--- config.mk ---
export PLATFORM = sky130hd
export DESIGN_NAME = external_bus_strobe_control
export DESIGN_NICKNAME = d
export VERILOG_FILES = /design/src/rtl/ext_bus_pkg.sv /design/src/rtl/external_bus_strobe_control.sv
export VERILOG_INCLUDE_DIRS = /design/src /design/src/rtl
export SDC_FILE = /design/constraint.sdc
export NUM_CORES = 1
export LEC_CHECK = 0
export ABC_AREA = 1
export BUFFER_PORTS_ARGS = -buffer_cell sky130_fd_sc_hd__buf_2
export CORE_MARGIN = 2
export CORE_UTILIZATION = 50
export DETAILED_ROUTE_END_ITERATION = 10
export GPL_ROUTABILITY_DRIVEN = 0
export PLACE_DENSITY = 0.81
export SYNTH_ARGS = -nofsm -noshare
export SYNTH_HDL_FRONTEND = slang
export SYNTH_SLANG_ARGS = --single-unit
--- constraint.sdc ---
create_clock -name clk -period 3.1 [get_ports clk]
set_input_delay 0.62 -clock clk [delete_from_list [all_inputs] [get_ports clk]]
set_output_delay 0.62 -clock clk [all_outputs]
set_load 0.01 [all_outputs]
--- src/rtl/ext_bus_defines.svh ---
// Constants of the external bus strobe controller: space codes, widths, reset values.
// Assumes inclusion by bare name from the package and the design file.
`ifndef EXT_BUS_DEFINES_SVH
`define EXT_BUS_DEFINES_SVH
`define SPACE_PROG       2'h0
`define SPACE_DATA       2'h1
`define SPACE_IO         2'h2
`define WAIT_W           3
`define ADDR_W           16
`define DATA_W           16
`define PINS_IDLE        7'h7B
`define PORTC0_DIR_RESET 1'h0
`endif

--- src/rtl/ext_bus_pkg.sv ---
// Types shared by the external bus strobe controller and its bench.
// Assumes ext_bus_defines.svh is on the include path.
`include "ext_bus_defines.svh"
package ext_bus_pkg;
    typedef logic [1:0] space_t;
    typedef struct packed {
        space_t              space;
        logic                write;
        logic [`WAIT_W-1:0]  waits;
        logic [`ADDR_W-1:0]  addr;
        logic [`DATA_W-1:0]  wdata;
    } bus_req_s;
    typedef struct packed {
        logic [`DATA_W-1:0]  rdata;
        logic                was_write;
    } bus_rsp_s;
    // Pin bundle, all active-low except the direction pair.
    typedef struct packed {
        logic prog_n;
        logic data_n;
        logic io_n;
        logic rnw;
        logic wnr;
        logic rd_n;
        logic we_n;
    } bus_pins_s;
    typedef enum logic [3:0] {
        ST_IDLE  = 4'b0001,
        ST_SETUP = 4'b0010,
        ST_WAIT  = 4'b0100,
        ST_DONE  = 4'b1000
    } bus_state_e;
endpackage

--- src/rtl/external_bus_strobe_control.sv ---
// External memory interface strobe logic: space selects, direction, strobes, float.
// Assumes requests come from the CPU on clk; ready and emulation pins are asynchronous.
// Function
// RQ1: Data select low only during data access.
// RQ2: I/O select low only during I/O access.
// RQ3: Program select low only during program access.
// RQ4: Direction rests high, low during writes.
// RQ5: Inverted direction, high only during writes.
// RQ6: Read strobe low on every external read.
// RQ7: Write strobe low on every external write.
// RQ8: Data bus driven from write strobe fall.
// RQ9: Access strobe low on every external cycle.
// RQ10: All controls float under emulation condition; only pins_out floats, external_access_strobe_n stays driven.
// RQ11: Port C bit is input after reset.
// RQ12: Not ready stretches access, resampled each cycle.
// RQ13: Ready sampled only with wait states programmed.
// RQ14: At most one space select low.
`timescale 1ns/1ps
`include "ext_bus_defines.svh"
module external_bus_strobe_control (
    // Clock and reset
    input  wire logic                   clk,
    input  wire logic                   rst_n,
    // Request stream from the CPU
    input  wire ext_bus_pkg::bus_req_s  req,
    input  wire logic                   req_valid,
    output logic                        req_ready,
    // Response stream to the CPU
    output ext_bus_pkg::bus_rsp_s       rsp,
    output logic                        rsp_valid,
    input  wire logic                   rsp_ready,
    // Strobe pins, with one output enable for pins_out only
    output ext_bus_pkg::bus_pins_s      pins_out,
    output logic                        pins_oe,
    output logic                        external_access_strobe_n,
    // Address and data pins
    output logic [`ADDR_W-1:0]          addr_out,
    output logic [`DATA_W-1:0]          data_out,
    output logic                        data_oe,
    input  wire logic [`DATA_W-1:0]     data_in,
    // Asynchronous pins
    input  wire logic                   ready_pin,
    input  wire logic                   emulation_pin0,
    input  wire logic                   emulation_pin1_float,
    input  wire logic                   test_reset,
    // Port C bit 0 direction
    input  wire logic                   port_c_bit0_dir_wr,
    input  wire logic                   port_c_bit0_dir_val,
    output logic                        port_c_bit0_dir
);
    import ext_bus_pkg::*;

    // ----------------------------------------------------------------
    // Input synchronisers
    // ----------------------------------------------------------------
    logic [3:0] sync1_q;
    logic [3:0] sync2_q;
    // No reset here: the chain has to keep following the pins through a reset.
    always_ff @(posedge clk) begin
        sync1_q <= {ready_pin, emulation_pin0, emulation_pin1_float, test_reset};
        sync2_q <= sync1_q;
    end
    logic ready_s;
    logic float_s;
    assign ready_s = sync2_q[3];
    assign float_s = sync2_q[2] && !sync2_q[1] && !sync2_q[0];

    // ----------------------------------------------------------------
    // Two-entry response buffer
    // ----------------------------------------------------------------
    bus_rsp_s   buf_q [2];
    logic [1:0] cnt_q;
    logic       rd_ptr_q;
    logic       wr_ptr_q;
    logic       push;
    logic       pop;
    bus_rsp_s   push_data;
    logic [1:0] cnt_d;
    assign pop   = rsp_valid && rsp_ready;
    assign cnt_d = cnt_q + {1'h0, push} - {1'h0, pop};

    always_ff @(posedge clk) begin
        if (!rst_n) begin
            cnt_q    <= 2'h0;
            rd_ptr_q <= 1'h0;
            wr_ptr_q <= 1'h0;
        end else begin
            if (push) begin
                buf_q[wr_ptr_q] <= push_data;
                wr_ptr_q        <= !wr_ptr_q;
            end
            if (pop) begin
                rd_ptr_q <= !rd_ptr_q;
            end
            cnt_q <= cnt_d;
        end
    end

    // Output register of the buffer keeps rsp straight from a flip-flop.
    always_ff @(posedge clk) begin
        if (!rst_n) begin
            rsp_valid <= 1'h0;
            rsp       <= '0;
        end else begin
            rsp_valid <= (cnt_q - {1'h0, pop}) != 2'h0;
            rsp       <= buf_q[rd_ptr_q ^ pop];
        end
    end

    // ----------------------------------------------------------------
    // Bus cycle sequencer
    // ----------------------------------------------------------------
    function automatic bus_pins_s active_pins(input space_t sp, input logic wr);
        bus_pins_s p;
        p        = `PINS_IDLE;
        p.prog_n = (sp != `SPACE_PROG); // RQ3 RQ14
        p.data_n = (sp != `SPACE_DATA); // RQ1 RQ14
        p.io_n   = (sp != `SPACE_IO);   // RQ2 RQ14
        p.rnw    = !wr;                 // RQ4
        p.wnr    = wr;                  // RQ5
        p.rd_n   = wr;                  // RQ6
        p.we_n   = !wr;                 // RQ7
        return p;
    endfunction

    bus_state_e         state_q;
    bus_req_s           cur_q;
    logic [`WAIT_W-1:0] wcnt_q;
    logic               take;

    assign take      = req_valid && req_ready;
    assign push      = (state_q == ST_DONE);
    assign push_data = '{rdata: data_in, was_write: cur_q.write};

    // Accept a request only while a buffer slot is guaranteed free, so a stalled
    // receiver back-pressures the CPU instead of dropping a read word.
    // The flag is registered from the next buffer count; a float condition that
    // appears while it stands high is honoured one cycle late.
    always_ff @(posedge clk) begin
        if (!rst_n) begin
            req_ready <= 1'h0;
        end else begin
            req_ready <= (state_q == ST_IDLE) && !take && (cnt_d == 2'h0) && !float_s;
        end
    end

    always_ff @(posedge clk) begin
        if (!rst_n) begin
            state_q <= ST_IDLE;
            cur_q   <= '0;
            wcnt_q  <= '0;
        end else begin
            case (state_q)
                ST_IDLE: begin
                    if (take) begin
                        cur_q   <= req;
                        wcnt_q  <= req.waits;
                        state_q <= ST_SETUP;
                    end
                end
                ST_SETUP: begin
                    state_q <= (cur_q.waits == '0) ? ST_DONE : ST_WAIT; // RQ13
                end
                ST_WAIT: begin
                    // The last wait count is also the first cycle that looks at ready.
                    if (wcnt_q > `WAIT_W'(1)) begin
                        wcnt_q <= wcnt_q - 1'h1;
                    end else if (ready_s) begin // RQ12
                        state_q <= ST_DONE;
                    end
                end
                ST_DONE: begin
                    state_q <= ST_IDLE;
                end
                default: begin
                    state_q <= ST_IDLE;
                end
            endcase
        end
    end

    // ----------------------------------------------------------------
    // Pin registers
    // ----------------------------------------------------------------
    logic in_cycle;
    assign in_cycle = take || (state_q == ST_SETUP) || (state_q == ST_WAIT);

    always_ff @(posedge clk) begin
        if (!rst_n) begin
            pins_out                 <= `PINS_IDLE;
            external_access_strobe_n <= 1'h1;
            pins_oe                  <= 1'h1;
            data_oe                  <= 1'h0;
            addr_out                 <= '0;
            data_out                 <= '0;
        end else begin
            pins_oe <= !float_s; // RQ10
            if (take) begin
                pins_out                 <= active_pins(req.space, req.write);
                external_access_strobe_n <= 1'h0; // RQ9
                addr_out                 <= req.addr;
                data_out                 <= req.wdata;
                data_oe                  <= req.write; // RQ8
            end else if (!in_cycle) begin
                pins_out                 <= `PINS_IDLE;
                external_access_strobe_n <= 1'h1;
                data_oe                  <= 1'h0;
            end
        end
    end

    // ----------------------------------------------------------------
    // Port C bit 0 direction
    // ----------------------------------------------------------------
    always_ff @(posedge clk) begin
        if (!rst_n) begin
            port_c_bit0_dir <= `PORTC0_DIR_RESET; // RQ11
        end else if (port_c_bit0_dir_wr) begin
            port_c_bit0_dir <= port_c_bit0_dir_val;
        end
    end
endmodule

==> out/qor.txt <==
Outcome = finished clean
Final ANT Viol Nets = 0
Post-Synthesis Cells = 422
Slowest CP cell = dfxtp_1
Critical Path Start Type = register
Gr busiest metal = met2
Crit path required time = 3.29 ns
Met2 Usage GRT = 34.8%
Switching Fraction = 25.0%
Die H = 94.8 µm
Antenna cell count = 0
Initial antenna violation count = 0
Synth cell types = 28
Final critical-path required period = 1.78 ns
Seq/Total Area, Yosys = 65.1%
Setup Buffers After CTS = 0
Fmax = 0.563 GHz
# DRC = 0
FILL cells = 664
Final net count = 618
CTS tree = done
Vias per cell = 4.80
Period utilisation layout = 57.3%
Seq pwr share = 44.3%
Number of port buffers = 125
RSZ-0062 raised after global routing = false
Area Overhead vs Synth = 30.3%
Clk sink count = 117
Pin count of the biggest net entering global routing = 64
CTS Buf Count = 17
Via Count = 3214
Met3 GRT Util = 6.54%
Clk_skew = 0.00810 ns
Vias in the first global route = 2903
Remaining Overflow, GRT = 0
Final worst-path setup slack = 1.32 ns
Final core occ = 66.4%
Post-DP Area = 4820 µm²
Fin area = 5370 µm²
Crit path cell chain = nor2_2 -> nand3_1 -> inv_1 -> nand2_1 -> nor2_1 -> buf_4
Core area = 8090 µm²
Place WS = 1.06 ns
CP Max Fanout = 13
Slew @ Worst Pin = 0.629 ns
Hold_buf cts = 0
Mean Syn Cell Area = 9.76 µm²
Post-synth EDFFs = 34
Mapped Area = 4120 µm²
Worst Setup End Kind = register
IO Pins = 126
Met1 GRT Util = 21.6%
Die width = 94.8 µm
First-pass GRT wire length = 13.1 mm
Total global routing track utilization = 19.3%
DR WL/cell = 12.8 µm
Largest stage delay on the critical path = 0.35 ns
H-tree Lvls = 4
Ys flop type = dfxtp_1
Starting density of the core = 50.9%
Final Max Slew Viols = 0
Die ar. = 8980 µm²
Flip-flop and latch area = 2680 µm²
Sw Pwr = 0.958 mW
Syn. warnings = 0
Hold Fails Final Rpt = 0
DR pass1 iterations = 4
Slew Limit Headroom = 58.0%
CTS Root Cell = clkbuf_8
Share of cells above drive strength 1 = 33.2%
Arrival @ worst endpoint = 1.97 ns
HPWL after detailed placement = 5.71 mm
Final WL = 8.53 mm
DR iter-0 viols = 144
Area of the multi-input gates = 1190 µm²
Leak = 2.43 nW
Syn nets = 489
Reg clk slew, reported paths = 0.06 ns
Peak supply drop = 0.503 mV
Comb pwr share = 9.8%
Critical path class = reg2reg
Clk buf depth = 2
Clock latency on the worst-skew pair = 0.50 ns
Pwr per Cell Area = 713 nW/µm²
FF+latch count, synth = 117
Share of total power in the clock network = 45.9%
Cell Rows = 33
Post_cts resized = 0
Final setup viols = 0
Max Cap Viol = 0
Async SR Flop Fraction = 0%
Internal = 2.87 mW
Worst Hold Class = in2reg
Setup TNS = 0 ns
## layout by cell type, fill, tap and decap left out, types with 3 or more instances in the layout
master / instances
inv_2: 3
nand2_1: 44
clkbuf_16: 16
edfxtp_1: 34
a21oi_1: 13
ha_1: 3
buf_4: 5
inv_6: 3
o21ai_0: 41
inv_1: 38
o21ai_1: 18
nor2_2: 3
buf_2: 125
clkinv_2: 3
clkinvlp_4: 3
a21oi_2: 12
nand3_1: 15
dfxtp_1: 83
clkinv_4: 4
nor2_1: 79
nand2_2: 5
## state kept, by name, summed over array words and instances, names as in the netlist, 4 cells and up
| register | cells |
|---|---|
| buf_q | 34 |
| rsp | 17 |
| addr_out | 16 |
| data_out | 16 |
| pins_out | 6 |
| cur_q | 4 |
| state_q | 4 |
| sync1_q | 4 |
| sync2_q | 4 |
## worst max-delay path: cells and delay by family, from the launching register on
family	cells	cell delay, ns
and+or+nand+nor	4	0.70
buffers and inverters	2	0.41
DFF	1	0.35
## cells in the mapped netlist (2+ instances only)
master,number,area [µm²]
inv_2,3,11.3
a21oi_2,12,105
dfxtp_1,83,1660
o21ai_1,18,90.1
nor3_1,3,15.0
a21oi_1,13,65.1
nor2_1,79,297
inv_1,38,143
nand2_2,5,31.3
ha_1,3,37.5
buf_4,3,22.5
buf_2,5,25.0
buf_6,2,22.5
nand3_1,15,75.1
edfxtp_1,34,1020
nor2_2,3,18.8
nand2_1,44,165
o21ai_0,41,205
clkbuf_1,9,33.8
## power groups by stage
stage	logic [mW]	clock network, mW	registers [mW]
after CTS	0.377	1.78	1.70
after detailed placement	0.373	0	1.73
after floorplan	0.199	0	1.76
after global placement	0.361	0	1.73
final	0.375	1.76	1.70
after global routing	0.423	1.87	1.71
## cell type report
type                    count  share of cell area (%)
flip-flops and latches    117                    50.0
multi-input cells         244                    22.2
repair buffers            130                    12.3
clock buffers              17                    7.71
inverters                  41                    2.87
clock inverters            15                    2.47
well taps                 105                    2.45
## per-stage QoR
step	power, mW	std cells	hold slack [ns]
after floorplan	1.96	422	0.310
after global placement	2.09	637	0.311
after detailed placement	2.10	637	0.313
after CTS	3.85	669	0.205
after global routing	4.00	669	0.192
final	3.83	669	0.218
## routing by layer
layer  routed length (µm)  up-vias  part of all wire [%]
met1                 3410     1506                    40
li1                     -     1629                     -
met3                  353        8                   4.1
met2                 4710       71                    55
met5                    0        -                     0
met4                   61        0                  0.71
## kinds of logic after synthesis
group / Yosys count / synth area share, %
buffers and inverters: 61 / 6.35
and+or+nand+nor: 153 / 15.3
AOI/OAI and AO/OA: 85 / 11.5
adders and majority gates: 3 / 0.911
DFF: 117 / 65.1
xor gates and xnor gates: 3 / 0.820
## final timing paths
| check | from | to | slack, ns | cells after the start |
|---|---|---|---|---|
| setup / recovery | state_q[1]$_SDFFE_PN0P_ | buf_q[0][15]$_DFFE_PP_ | 1.32 | 6 |
| hold / removal | test_reset | sync1_q[0]$_DFF_P_ | 0.22 | 1 |
| setup reg to reg | state_q[1]$_SDFFE_PN0P_ | buf_q[0][15]$_DFFE_PP_ | 1.32 | 6 |
| hold reg to reg | sync1_q[2]$_DFF_P_ | sync2_q[2]$_DFF_P_ | 0.32 | 0 |
Note: power is estimated with default switching activity, not from simulation.
